## config.mk

```make
export PLATFORM = sky130hd
export DESIGN_NAME = ssfd_core
export DESIGN_NICKNAME = d
export VERILOG_FILES = /design/src/core/ssfd_core.v
export VERILOG_INCLUDE_DIRS = /design/src /design/src/pkg
export SDC_FILE = /design/constraint.sdc
export NUM_CORES = 1
export LEC_CHECK = 0
export BUFFER_PORTS_ARGS = -buffer_cell sky130_fd_sc_hd__buf_2
export CAP_MARGIN = 20
export CELL_PAD_IN_SITES_DETAIL_PLACEMENT = 0
export CELL_PAD_IN_SITES_GLOBAL_PLACEMENT = 1
export CORE_MARGIN = 4
export CORE_UTILIZATION = 45
export DETAILED_ROUTE_END_ITERATION = 10
export PLACE_DENSITY = 0.83
export SLEW_MARGIN = 10
export SYNTH_ARGS = -nofsm -noshare
export SYNTH_HDL_FRONTEND = slang
export SYNTH_SLANG_ARGS = --single-unit
```

## constraint.sdc

```tcl
create_clock -name clk -period 4.4 [get_ports clk]
set_input_delay 0.66 -clock clk [delete_from_list [all_inputs] [get_ports clk]]
set_output_delay 0.66 -clock clk [all_outputs]
set_load 0.1 [all_outputs]
```

## src/pkg/ssfd_consts.vh

```
`ifndef SSFD_CONSTS_VH
`define SSFD_CONSTS_VH

// register offsets on the plain register port
`define SSFD_ADDR_W 16
`define SSFD_OFF_CONTROL 16'h0010
`define SSFD_OFF_STATUS_CONTROL 16'h0011
`define SSFD_OFF_DATA_BUFFER 16'h0012

// control register fields
`define SSFD_CTL_RX_IRQ_EN 7
`define SSFD_CTL_MASTER 5
`define SSFD_CTL_ENABLE 1
`define SSFD_CTL_TX_IRQ_EN 0
`define SSFD_CTL_WMASK 8'hA3
`define SSFD_CTL_RESET 8'h20

// status and control register fields
`define SSFD_SC_RX_FULL 7
`define SSFD_SC_ERR_IRQ_EN 6
`define SSFD_SC_OVERRUN 5
`define SSFD_SC_MODE_FAULT 4
`define SSFD_SC_TX_EMPTY 3
`define SSFD_SC_FAULT_EN 2
`define SSFD_SC_RATE_HI 1
`define SSFD_SC_RATE_LO 0

// rate divisor per rate select code
`define SSFD_DIV_00 8'h02
`define SSFD_DIV_01 8'h08
`define SSFD_DIV_10 8'h20
`define SSFD_DIV_11 8'h80

`endif

```

## src/core/ssfd_core.v

```verilog
// Local design decision: the strobed register port.
`timescale 1ns/10ps
`include "ssfd_consts.vh"
// Notes on behaviour
// - receive-full sets when a finished byte enters the receive buffer; reset clears it.
// - receive-full requests an interrupt only with the receive interrupt enable set.
// - a data register read clears receive-full unless a new byte enters in the same cycle.
// - error interrupt enable gates overrun and mode-fault requests; reset clears it.
// - overrun sets when a byte arrives while the previous one is unread.
// - on overrun the old byte stays and the new byte is dropped.
// - overrun clears after a status read seeing it, then a data read.
// - slave: mode fault sets if slave select rises during a transfer.
// - master: mode fault sets whenever slave select is low.
// - mode fault clears after a status read seeing it, then a data write.
// - transmit-empty sets on a load into the shifter unless a data write lands in the same cycle; gated by its enable; reset sets it.
// - idle: written byte loads at once, transmit-empty sets within two cycles.
// - slave mid-transfer: load waits for transfer end, transmit-empty stays clear.
// - mode fault sets only with fault detect enable; clearing enable keeps the flag.
// - master without fault detect: slave select is general I/O, ignored by the block.
// - slave: slave select never general I/O; enable only masks mode fault.
// - master rate code 00/01/10/11 gives divisor 2/8/32/128; ignored as slave.
// - master serial clock is base clock over twice the divisor.
// - data writes go to transmit buffer, reads come from receive buffer.
// - transmit interrupt enable gates transmit-empty requests; reset clears it.
module ssfd_core
(
  input wire clk,
  input wire arst_n,
  input wire [15:0] reg_addr,
  input wire [7:0] reg_wdata,
  input wire reg_wr,
  input wire reg_rd,
  output reg [7:0] reg_rdata,
  input wire shift_done,
  input wire [7:0] shift_rx_byte,
  input wire xfer_active,
  output reg shift_load,
  output reg [7:0] shift_tx_byte,
  output reg sck_half_tick,
  input wire ss_n_in,
  input wire gpio_ss_out,
  input wire gpio_ss_oe,
  output reg ss_n_out,
  output reg ss_n_oe,
  output reg ss_n_to_engine,
  output reg rx_irq_req,
  output reg tx_irq_req,
  output reg err_irq_req
);

  reg rx_irq_enable;
  reg master_mode;
  reg block_enable;
  reg tx_irq_enable;
  reg error_irq_enable;
  reg fault_detect_enable;
  reg rate_select_hi;
  reg rate_select_lo;
  reg receive_full_flag;
  reg overrun_flag;
  reg mode_fault_flag;
  reg transmit_empty_flag;
  reg [7:0] rx_buffer;
  reg [7:0] tx_buffer;
  reg ovr_armed;
  reg mode_fault_flag_armed;
  reg ss_n_prev;
  reg [7:0] rate_count;
  reg next_receive_full_flag;
  reg next_overrun_flag;
  reg next_ovr_armed;
  reg next_mode_fault_flag;
  reg next_mode_fault_flag_armed;
  reg next_transmit_empty_flag;
  reg next_rx_irq_req;
  reg next_tx_irq_req;
  reg next_err_irq_req;
  reg [7:0] next_reg_rdata;

  wire sel_ctl = reg_hit(reg_addr, `SSFD_OFF_CONTROL);
  wire sel_sc = reg_hit(reg_addr, `SSFD_OFF_STATUS_CONTROL);
  wire sel_data = reg_hit(reg_addr, `SSFD_OFF_DATA_BUFFER);
  wire data_rd = reg_rd && sel_data;
  wire data_wr = reg_wr && sel_data;
  wire sc_rd = reg_rd && sel_sc;
  wire is_master = block_enable && master_mode;
  wire is_slave = block_enable && !master_mode;
  wire rx_accept = shift_done && (!receive_full_flag || data_rd);
  wire rx_overrun = shift_done && receive_full_flag && !data_rd;
  // only an enabled block with a byte waiting in the buffer and an idle shifter allows a load
  wire tx_load_now = block_enable && !transmit_empty_flag && !xfer_active;
  wire slave_fault = is_slave && xfer_active && ss_n_in && !ss_n_prev;
  wire master_fault = is_master && !ss_n_in;
  wire fault_set = fault_detect_enable && (slave_fault || master_fault);
  wire [7:0] divisor = rate_divisor({rate_select_hi, rate_select_lo});
  wire [7:0] status_byte;

  assign status_byte = {receive_full_flag, error_irq_enable, overrun_flag, mode_fault_flag,
    transmit_empty_flag, fault_detect_enable, rate_select_hi, rate_select_lo};

  function [7:0] rate_divisor;
    input [1:0] code;
    begin
      case (code)
        2'h0: rate_divisor = `SSFD_DIV_00;
        2'h1: rate_divisor = `SSFD_DIV_01;
        2'h2: rate_divisor = `SSFD_DIV_10;
        default: rate_divisor = `SSFD_DIV_11;
      endcase
    end
  endfunction

  // one decoder shared by all three register addresses
  function reg_hit;
    input [15:0] addr;
    input [15:0] offset;
    begin
      reg_hit = (addr == offset);
    end
  endfunction

  // control bits
  always @(posedge clk or negedge arst_n)
  begin
    if (!arst_n)
    begin
      rx_irq_enable <= 1'b0;
      master_mode <= 1'b1;
      block_enable <= 1'b0;
      tx_irq_enable <= 1'b0;
    end
    else if (reg_wr && sel_ctl)
    begin
      rx_irq_enable <= reg_wdata[`SSFD_CTL_RX_IRQ_EN];
      master_mode <= reg_wdata[`SSFD_CTL_MASTER];
      block_enable <= reg_wdata[`SSFD_CTL_ENABLE];
      tx_irq_enable <= reg_wdata[`SSFD_CTL_TX_IRQ_EN];
    end
  end

  // status-control writable bits; flag bits in this byte are not writable
  always @(posedge clk or negedge arst_n)
  begin
    if (!arst_n)
    begin
      error_irq_enable <= 1'b0;
      fault_detect_enable <= 1'b0;
      rate_select_hi <= 1'b0;
      rate_select_lo <= 1'b0;
    end
    else if (reg_wr && sel_sc)
    begin
      error_irq_enable <= reg_wdata[`SSFD_SC_ERR_IRQ_EN];
      fault_detect_enable <= reg_wdata[`SSFD_SC_FAULT_EN];
      rate_select_hi <= reg_wdata[`SSFD_SC_RATE_HI];
      rate_select_lo <= reg_wdata[`SSFD_SC_RATE_LO];
    end
  end

  // receive flags: a new byte in the same cycle as the read wins
  always @*
  begin
    next_receive_full_flag = receive_full_flag;
    next_overrun_flag = overrun_flag;
    next_ovr_armed = ovr_armed;
    if (rx_accept)
      next_receive_full_flag = 1'b1;
    else if (data_rd)
      next_receive_full_flag = 1'b0;
    if (rx_overrun)
      next_overrun_flag = 1'b1;
    else if (data_rd && ovr_armed)
      next_overrun_flag = 1'b0;
    if (sc_rd)
      next_ovr_armed = overrun_flag;
    else if (data_rd)
      next_ovr_armed = 1'b0;
  end

  // receive path and its flags
  always @(posedge clk or negedge arst_n)
  begin
    if (!arst_n)
    begin
      receive_full_flag <= 1'b0;
      overrun_flag <= 1'b0;
      ovr_armed <= 1'b0;
    end
    else
    begin
      receive_full_flag <= next_receive_full_flag;
      overrun_flag <= next_overrun_flag;
      ovr_armed <= next_ovr_armed;
    end
  end

  // receive buffer content is undefined after reset, so no reset here
  always @(posedge clk)
  begin
    if (rx_accept)
      rx_buffer <= shift_rx_byte;
  end

  // mode fault: a fault in the clearing cycle wins over the clear
  always @*
  begin
    next_mode_fault_flag = mode_fault_flag;
    next_mode_fault_flag_armed = mode_fault_flag_armed;
    if (fault_set)
      next_mode_fault_flag = 1'b1;
    else if (data_wr && mode_fault_flag_armed)
      next_mode_fault_flag = 1'b0;
    if (sc_rd)
      next_mode_fault_flag_armed = mode_fault_flag;
    else if (data_wr)
      next_mode_fault_flag_armed = 1'b0;
  end

  // mode fault
  always @(posedge clk or negedge arst_n)
  begin
    if (!arst_n)
    begin
      mode_fault_flag <= 1'b0;
      mode_fault_flag_armed <= 1'b0;
      ss_n_prev <= 1'b1;
    end
    else
    begin
      ss_n_prev <= ss_n_in;
      mode_fault_flag <= next_mode_fault_flag;
      mode_fault_flag_armed <= next_mode_fault_flag_armed;
    end
  end

  // a write racing a load leaves a new byte pending
  always @*
  begin
    next_transmit_empty_flag = transmit_empty_flag;
    if (data_wr)
      next_transmit_empty_flag = 1'b0;
    else if (tx_load_now)
      next_transmit_empty_flag = 1'b1;
  end

  // transmit buffer handoff
  always @(posedge clk or negedge arst_n)
  begin
    if (!arst_n)
    begin
      transmit_empty_flag <= 1'b1;
      shift_load <= 1'b0;
      shift_tx_byte <= 8'h00;
    end
    else
    begin
      shift_load <= tx_load_now;
      if (tx_load_now)
        shift_tx_byte <= tx_buffer;
      transmit_empty_flag <= next_transmit_empty_flag;
    end
  end

  always @(posedge clk)
  begin
    if (data_wr)
      tx_buffer <= reg_wdata;
  end

  // half-period tick: toggling on it gives base over twice the divisor
  always @(posedge clk or negedge arst_n)
  begin
    if (!arst_n)
    begin
      rate_count <= 8'h00;
      sck_half_tick <= 1'b0;
    end
    else if (is_master)
    begin
      if (rate_count >= divisor - 8'h01)
      begin
        rate_count <= 8'h00;
        sck_half_tick <= 1'b1;
      end
      else
      begin
        rate_count <= rate_count + 8'h01;
        sck_half_tick <= 1'b0;
      end
    end
    else
    begin
      rate_count <= 8'h00;
      sck_half_tick <= 1'b0;
    end
  end

  // slave select pin steering; the pin is driven only as general I/O
  always @(posedge clk or negedge arst_n)
  begin
    if (!arst_n)
      ss_n_out <= 1'b1;
    else
      ss_n_out <= gpio_ss_out;
  end

  always @(posedge clk or negedge arst_n)
  begin
    if (!arst_n)
      ss_n_oe <= 1'b0;
    else if (!block_enable || (master_mode && !fault_detect_enable))
      ss_n_oe <= gpio_ss_oe;
    else
      ss_n_oe <= 1'b0;
  end

  // a master ignoring the pin must not see it at all
  always @(posedge clk or negedge arst_n)
  begin
    if (!arst_n)
      ss_n_to_engine <= 1'b1;
    else if (is_slave)
      ss_n_to_engine <= ss_n_in;
    else
      ss_n_to_engine <= 1'b1;
  end

  // requests follow the flags one cycle later, gated by their enables
  always @*
  begin
    next_rx_irq_req = receive_full_flag && rx_irq_enable;
    next_tx_irq_req = transmit_empty_flag && tx_irq_enable;
    next_err_irq_req = (overrun_flag || mode_fault_flag) && error_irq_enable;
  end

  // interrupt requests
  always @(posedge clk or negedge arst_n)
  begin
    if (!arst_n)
    begin
      rx_irq_req <= 1'b0;
      tx_irq_req <= 1'b0;
      err_irq_req <= 1'b0;
    end
    else
    begin
      rx_irq_req <= next_rx_irq_req;
      tx_irq_req <= next_tx_irq_req;
      err_irq_req <= next_err_irq_req;
    end
  end

  // unread or unmapped cycles return zero so stale data never lingers
  always @*
  begin
    if (reg_rd && sel_ctl)
      next_reg_rdata = {rx_irq_enable, 1'b0, master_mode, 3'h0, block_enable, tx_irq_enable};
    else if (sc_rd)
      next_reg_rdata = status_byte;
    else if (data_rd)
      next_reg_rdata = rx_buffer;
    else
      next_reg_rdata = 8'h00;
  end

  // read data stands for exactly one cycle after the strobe
  always @(posedge clk or negedge arst_n)
  begin
    if (!arst_n)
      reg_rdata <= 8'h00;
    else
      reg_rdata <= next_reg_rdata;
  end

endmodule

```

# --- Word-level counts from Yosys, hierarchy flattened ---
# Cells that the tools add are included.
word_totals:
  register_bits: 63
  output_inout_bits: 24
  elab_cells: 101
  inputBits: 41
op_classes:
  magnitude_cmp: 1
  reduce_logical: 44
  n_addsub: 2
  muxes: 21
  n_eq_ne: 5
op_table:
  columns: ["op", "n"]
  rows:
  - ["$eq 16x5->1 const B", 3]
  - ["$mux 8", 5]
  - ["$logic_and 1x1->1", 24]
  - ["$pmux 8 s3", 1]
  - ["$mux 1", 15]
  - ["$reduce_bool 2->1", 6]
  - ["$logic_not 1->1", 9]
  - ["$add 8x1->8 const B", 1]
  - ["$ge 8x8->1", 1]
  - ["$sub 8x1->8 const B", 1]
  - ["$logic_or 1x1->1", 4]
  - ["$eq 2x1->1 const B", 1]
  - ["$eq 2x2->1 const B", 1]
  - ["$logic_not 2->1", 1]

# --- Longest topological paths before layout ---
# Gate-level depths: netlist (run 1).
logic_depth:
  ltp_word: 8
  depth_mapped: 11
  ltp_nobuf: 10

# --- Worst setup path before layout (run 1) ---
# Ideal clock, no wire load.
synth_timing:
  path_kind: "input -> register"
  from: "input port reg_addr[3]"
  to: "register rx_buffer[0] (enable)"
  setup_slack_ns: 1.361
  path_buffers: 0
  stages: 4
  arrival_ns: 2.654
  setup_time_ns: 0.385
  required_time_ns: 4.015
  cell_sequence: "or4b_1 -> nand4bb_4 -> or4_4 -> a21boi_0"
synth_between:
  elab_chain_len: 4
synth_lines:
  columns: ["item", "line_no", "text"]
  rows:
  - ["start, declared", "ssfd_core.v:29", "input wire [15:0] reg_addr,"]
  - ["$eq 16x5->1", "ssfd_core.v:118", "reg_hit = (addr == offset);"]
  - ["$logic_and 1x1->1", "ssfd_core.v:83", "wire data_rd = reg_rd && sel_data;"]
  - ["$logic_or 1x1->1", "ssfd_core.v:88", "wire rx_accept = shift_done && (!receive_full_flag || data_rd);"]
  - ["$logic_and 1x1->1", "ssfd_core.v:88", null]
  - ["end signal, assigned", "ssfd_core.v:201", "rx_buffer <= shift_rx_byte;"]
  - ["end, declared", "ssfd_core.v:63", "reg [7:0] rx_buffer;"]
# Every way passes these cells.
# A chain may end at the register's enable or synchronous reset.

# --- Final worst setup path (run 1) ---
layout_timing:
  from: "input port reg_addr[3]"
  to: "register rx_buffer[3] (enable)"
# Same word-level chain as after synthesis.

==> out/metrics.yaml, run 1 <==
syn_to_final_growth_pct: 24.75
io_buffers: 64
clock-sinks: 63
io_pins: 65
synth_edf_count: 16
status: "finished clean"
reg2reg_from: "rate_select_lo"
cts_hold_buf: 0
r2r.worst_path.cells: 7
ir_worst_vdd_uv: 293.8
cts_buffers: 9
synth_fa_ha_area_share_pct: 3.383
final_core_util_pct: 58.29
crit_arrival_ps: 2500
syn-mean-instance-area_sq_um: 13.48
insertion_delay_ps: 330
slowest_stage: "or4b_1"
cp.required_ps: 4440
drt_wl_total_um: 5045
synth_area_sq_um: 2589
core_region_area_sq_um: 5540
rows: 27
cts.htree.levels: 3
clockBufferDepth: 2
power-per-cell-area_nw_per_um2: 414.5
synth_top_family_by_area: "simple AND/OR/NAND/NOR gates"
hold_path.class: "in2async"
crit_path_cell_trace: "buf_2, or4b_1, nand4bb_4, or4_4, a21boi_0, buf_4"
leakagePower_nw: 1.486
syn_inst: 192
cp-end-kind: "flop"
setup_violations: 0
fin_crit_ps: 2457
layout_common_cells: "64 x buf_2, 42 x dfrtp_1, 18 x nand2_1"
drt_first_pass_iters: 4
grt_usage_pct: 15.62
clock-root-buffer: "clkbuf_8"
dp.cells: 329
cts_resized: 0
dieHeight_um: 83.85
overflow: 0
place.gp.congestion: 0.7741
seq_area_sq_um: 1663
num_vias: 1733
grt_max_degree: 48
die_x_um: 83.85
yosysWarnings: 0
rsz0062_at_grt: "false"
async_reset_ff_share_pct: 74.60
cts_tree: "built"
finalHoldViolCount: 0
final_cells: 346
report.power.total_w: 0.001338
rr_endpoint: "rate_count[4]"
ys_seq_area_share_pct: 64.23
drive_gt1_share_pct: 39.42
skew_ps: 3.878
fin_setup_tns_ps: 0
slew_headroom_pct: 51.62
dieArea_sq_um: 7030
postCtsSetupBuffers: 0
ys_seq_elements: 63
path_max_fanout: 8
synth_compound_area_share_pct: 8.362
tightestPinTransition_ps: 721.8
grt_pass1_vias: 1796
slowest_delay_ps: 530
yosys.area_share.xor_xnor_pct: 2.030
final_net_count: 317
n_antenna_cell: 0
worst_setup_path_start_kind: "input pin"
start_util_pct: 46.73
final_common_cell: "buf_2"
slew_violations: 0
syn-num-nets: 240
clk_pin_slew_ps: 70
routedWlPerCell_um: 14.58
dpl.hpwl_um: 3755
ant_nets: 0
synth.area.mux_share_pct: 5.220
yosysUniqueCellTypes: 39
fillCellCount: 471
rrSetupSlack_ps: 2280
grt_pass1_wl_um: 8542
crit_type: "in2reg"
synth_ff_type: "dfrtp_1"
maxCapViolations: 0
post-route-period-util_pct: 55.85
max_freq_mhz: 407.0
antenna_found_initial: 0
multi_input_area_sq_um: 880.8
drt_iter0_markers: 74
drc_errors: 0
synth_simple_gate_area_share_pct: 14.89
via_per_inst: 5.009
[worst max-delay path by stage]
stage | cells past startpoint | endpoint | from | slack [ps]
3_3_place_gp | 6 | rx_buffer[3] | reg_addr[3] | 1640
5_1_grt | 6 | rx_buffer[3] | reg_addr[13] | 1830
3_5_place_dp | 6 | rx_buffer[3] | reg_addr[3] | 1600
4_1_cts | 6 | rx_buffer[0] | reg_addr[3] | 1950
2_1_floorplan | 4 | rx_buffer[0] | reg_addr[3] | 1360
6_report | 6 | rx_buffer[3] | reg_addr[3] | 1940
[logic make-up (layout without fill, tap and decap cells)]
group,Yosys count,after routing
flip-flops,63,63
AND/OR/NAND/NOR,58,58
AO/OA/AOI/OAI,33,33
multiplexers,12,12
buffers and inverters,12,94
adder cells (fa/ha/maj),7,7
XOR/XNOR,6,6
other,1,1
[power by group]
part	switching, W	internal (W)
clock network	0.000209	0.000276
registers	0.0000198	0.000628
logic	0.000145	0.0000607
[registers in the layout, summed over array words and instances, names as in the netlist, 8 cells and up]
| name | cells |
|---|---|
| rate_count | 8 |
| tx_buffer | 8 |
| rx_buffer | 8 |
| reg_rdata | 8 |
| shift_tx_byte | 8 |
[cell usage after synthesis, types with 2 or more instances]
master	instances	area [sq um]
nor3_1	8	40.04
nand2_1	18	67.56
ha_1	7	87.58
a21o_1	2	15.01
nor4_4	3	63.81
a22o_1	3	26.28
xnor2_1	2	17.52
a21boi_0	2	15.01
xor2_1	4	35.03
and3_1	3	18.77
mux2_2	12	135.1
dfstp_2	5	131.4
nand2b_1	3	18.77
dfrtp_1	42	1051
o21ai_0	11	55.05
and2_1	4	25.02
inv_1	11	41.29
nor4_1	2	12.51
nor2_1	2	7.510
nor3_2	3	30.03
a221oi_1	3	26.28
or3_1	2	12.51
a21oi_1	6	30.03
edfxtp_1	16	480.5
nand3_1	4	20.02
[worst max-delay path: cells and delay by family]
kind | cells | cell delay (ps)
buffers and inverters | 2 | 280
AND/OR/NAND/NOR | 3 | 1350
AO/OA/AOI/OAI | 1 | 200
[layer usage]
layer | vias up | share of wire, % | track usage (%)
met5 | - | 0 | 0
li1 | 850 | - | -
met3 | 10 | 7.0 | 5.726
met4 | 0 | 1.6 | 5.702
met2 | 58 | 46 | 24.66
met1 | 815 | 45 | 19.70
[metrics by stage]
step	area [sq um]	hold slack, ps	worst slack, ps
global route	3229	168.8	1829
global placement	3010	429.9	1636
floorplan	2589	364.4	1361
finish	3229	177.0	1943
CTS	3209	411.3	1946
detailed placement	3010	440.3	1602
[area by class of cell]
class,count,area share (%)
sequential,63,51.49
multi-input combinational,117,27.28
timing repair buffer,67,11.00
clock buffer,11,4.378
tap,72,2.790
clock inverter,5,1.782
inverter,11,1.279
(Power assumes the default switching activity.)
==> inputs of run 2 (changes only) <==
--- a/config.mk
+++ b/config.mk
@@ -11,9 +11,9 @@
 export CELL_PAD_IN_SITES_DETAIL_PLACEMENT = 0
 export CELL_PAD_IN_SITES_GLOBAL_PLACEMENT = 1
 export CORE_MARGIN = 4
-export CORE_UTILIZATION = 45
+export CORE_UTILIZATION = 38
 export DETAILED_ROUTE_END_ITERATION = 10
-export PLACE_DENSITY = 0.83
+export PLACE_DENSITY = 0.74
 export SLEW_MARGIN = 10
 export SYNTH_ARGS = -nofsm -noshare
 export SYNTH_HDL_FRONTEND = slang
==> constraint.sdc (replaced) <==
create_clock -name clk -period 2.2 [get_ports clk]
set_input_delay 0.33 -clock clk [delete_from_list [all_inputs] [get_ports clk]]
set_output_delay 0.33 -clock clk [all_outputs]
set_load 0.1 [all_outputs]
==> run 2 against run 1 <==
Net effect:
- routed wire length grew 8.0%
- cell count increased by 4.9%
- die area is 17% higher
- combinational power rose by 110%
- largest cell class unchanged
==> out/metrics.yaml, run 2 (synthesis gave the netlist of run 1 again) <==
status: "finished clean"  # unchanged
pwr-share-comb_pct: 15.6  # was 15.4%
power-per-cell-area_nw_per_um2: 844.0  # was 414.5 nW/um^2
fin_crit_ps: 2097
cts.htree.levels: 3  # unchanged
dpl.hpwl_um: 3984  # was 3755 um
cts_hold_buf: 0  # unchanged
hold_path.class: "in2async"  # unchanged
clockBufferDepth: 2  # unchanged
finalHoldViolCount: 0  # unchanged
cts_tree: "built"  # unchanged
drt_wl_total_um: 5447  # was 5045 um
path_max_fanout: 5  # was 8
die_x_um: 90.54  # was 83.85 um
leakagePower_nw: 1.567  # was 1.486 nW
slew_headroom_pct: 60.09  # was 51.62%
io_pins: 65  # unchanged
crit_type: "reg2reg"  # was in2reg
final_common_cell: "buf_2"  # unchanged
drc_errors: 0  # unchanged
antenna_found_initial: 0  # unchanged
dieHeight_um: 90.54  # was 83.85 um
core_region_area_sq_um: 6495  # was 5540 sq um
drive_gt1_share_pct: 43.71  # was 39.42%
whs_ps: 86.30  # was 177.0 ps
pwr-share-seq_pct: 45.7  # was 48.4%
drt_first_pass_iters: 4  # unchanged
worst_setup_path_start_kind: "flop"  # was input pin
grt_max_degree: 48  # unchanged
fin_setup_tns_ps: 0  # unchanged
place.gp.congestion: 0.7581  # was 0.7741
dieArea_sq_um: 8197  # was 7030 sq um
pwr-share-clk_pct: 38.7  # was 36.2%
grt_pass1_wl_um: 9163  # was 8542 um
ant_nets: 0  # unchanged
grt_usage_pct: 14.40  # was 15.62%
layout_common_cells: "64 x buf_2, 42 x dfrtp_1, 18 x nand2_1"  # unchanged
final_core_util_pct: 51.78  # was 58.29%
tightestPinTransition_ps: 598.7  # was 721.8 ps
drt_iter0_markers: 84  # was 74
grt_pass1_vias: 1831  # was 1796
postCtsSetupBuffers: 0  # unchanged
sw_frac_of_total_pct: 28.45  # was 27.96%
maxCapViolations: 0  # unchanged
skew_ps: 5.930  # was 3.878 ps
clk_pin_slew_ps: 70  # about the same
crit_arrival_ps: 2340  # was 2500 ps
overflow: 0  # unchanged
post-route-period-util_pct: 95.33
rows: 29  # was 27
via_per_inst: 4.992  # was 5.009
cp.required_ps: 2440  # was 4440 ps
clock-sinks: 63  # unchanged
rsz0062_at_grt: "true"  # was false
routedWlPerCell_um: 15.01  # was 14.58 um
setup_violations: 0  # unchanged
slew_violations: 0  # unchanged
num_vias: 1812  # was 1733
n_antenna_cell: 0  # unchanged
start_util_pct: 39.86  # was 46.73%
io_buffers: 64  # unchanged
clock-root-buffer: "clkbuf_8"  # unchanged
p_switching_w: 0.0008075  # was 0.0003743 W
cp-end-kind: "flop"  # unchanged
cts_buffers: 9  # unchanged
max_freq_mhz: 476.8
final_net_count: 329  # was 317
ir_worst_vdd_uv: 451.3  # was 293.8 uV
insertion_delay_ps: 330  # about the same
internal-power_w: 0.002031  # was 0.0009642 W
syn_to_final_growth_pct: 29.92  # was 24.75%
run 2: per-stage QoR:
stage	cells	area (sq um)	worst slack, ps	total power (W)
floorplan	192	2605	-4.384	0.001617
global placement	346	3123	-26.68	0.001732
detailed placement	346	3123	-57.82	0.001738
CTS	362	3344	80.48	0.002846
global route	363	3363	-39.14	0.002983
finish	363	3363	102.7	0.002839
run 2: worst max-delay path, cell delays in order (launching register included):
cell      delay [ps]
dfrtp_1          410
nor2_2           160
inv_1             60
ha_1             270
ha_1             270
a21boi_0         150
o311a_2          460
nor3_1           240
run 2: repair_timing:
action                                 4_1_cts  5_1_grt
gates resized for setup                      0        3
endpoints found under the hold margin        0        0
setup endpoints to repair                    0        9
run 2: cell type report:
cell class,instances,area (sq um)
Clock buffer,9,123.9
Clock inverter,7,97.59
Fill cell,574,3132
Inverter,11,41.29
Multi-Input combinational cell,118,915.9
Sequential cell,63,1663
Tap cell,77,96.34
Timing Repair Buffer,78,425.4
run 2: power groups by stage:
| stage | clock network (W) | registers, W | logic, W |
|---|---|---|---|
| 2_1_floorplan | 0 | 0.00148 | 0.000136 |
| 3_3_place_gp | 0 | 0.00132 | 0.000414 |
| 3_5_place_dp | 0 | 0.00132 | 0.000418 |
| 4_1_cts | 0.00113 | 0.00130 | 0.000421 |
| 5_1_grt | 0.00119 | 0.00130 | 0.000486 |
| 6_report | 0.00110 | 0.00130 | 0.000442 |
run 2: path summary, 6_finish.rpt:
path                                startpoint       endpoint  slack, ps  cells past startpoint
min in group clk                   gpio_ss_out       ss_n_out         90                      1
worst max-delay path            rate_select_lo  rate_count[5]        100                      7
worst min register to register       ovr_armed   overrun_flag        450                      1
max in group asynchronous               arst_n  rate_count[1]       1710                      2
worst max register to register  rate_select_lo  rate_count[5]        100                      7
worst min-delay path                    arst_n  sck_half_tick         90                      2
run 2: per-layer routing:
metal  share of wire, %  vias to the layer above  global-route usage, %
li1                   -                      879                      -
met1                 47                      869                  19.63
met2                 46                       56                  21.56
met3                5.2                        8                  3.667
met4                1.4                        0                  6.505
met5                  0                        -                      0
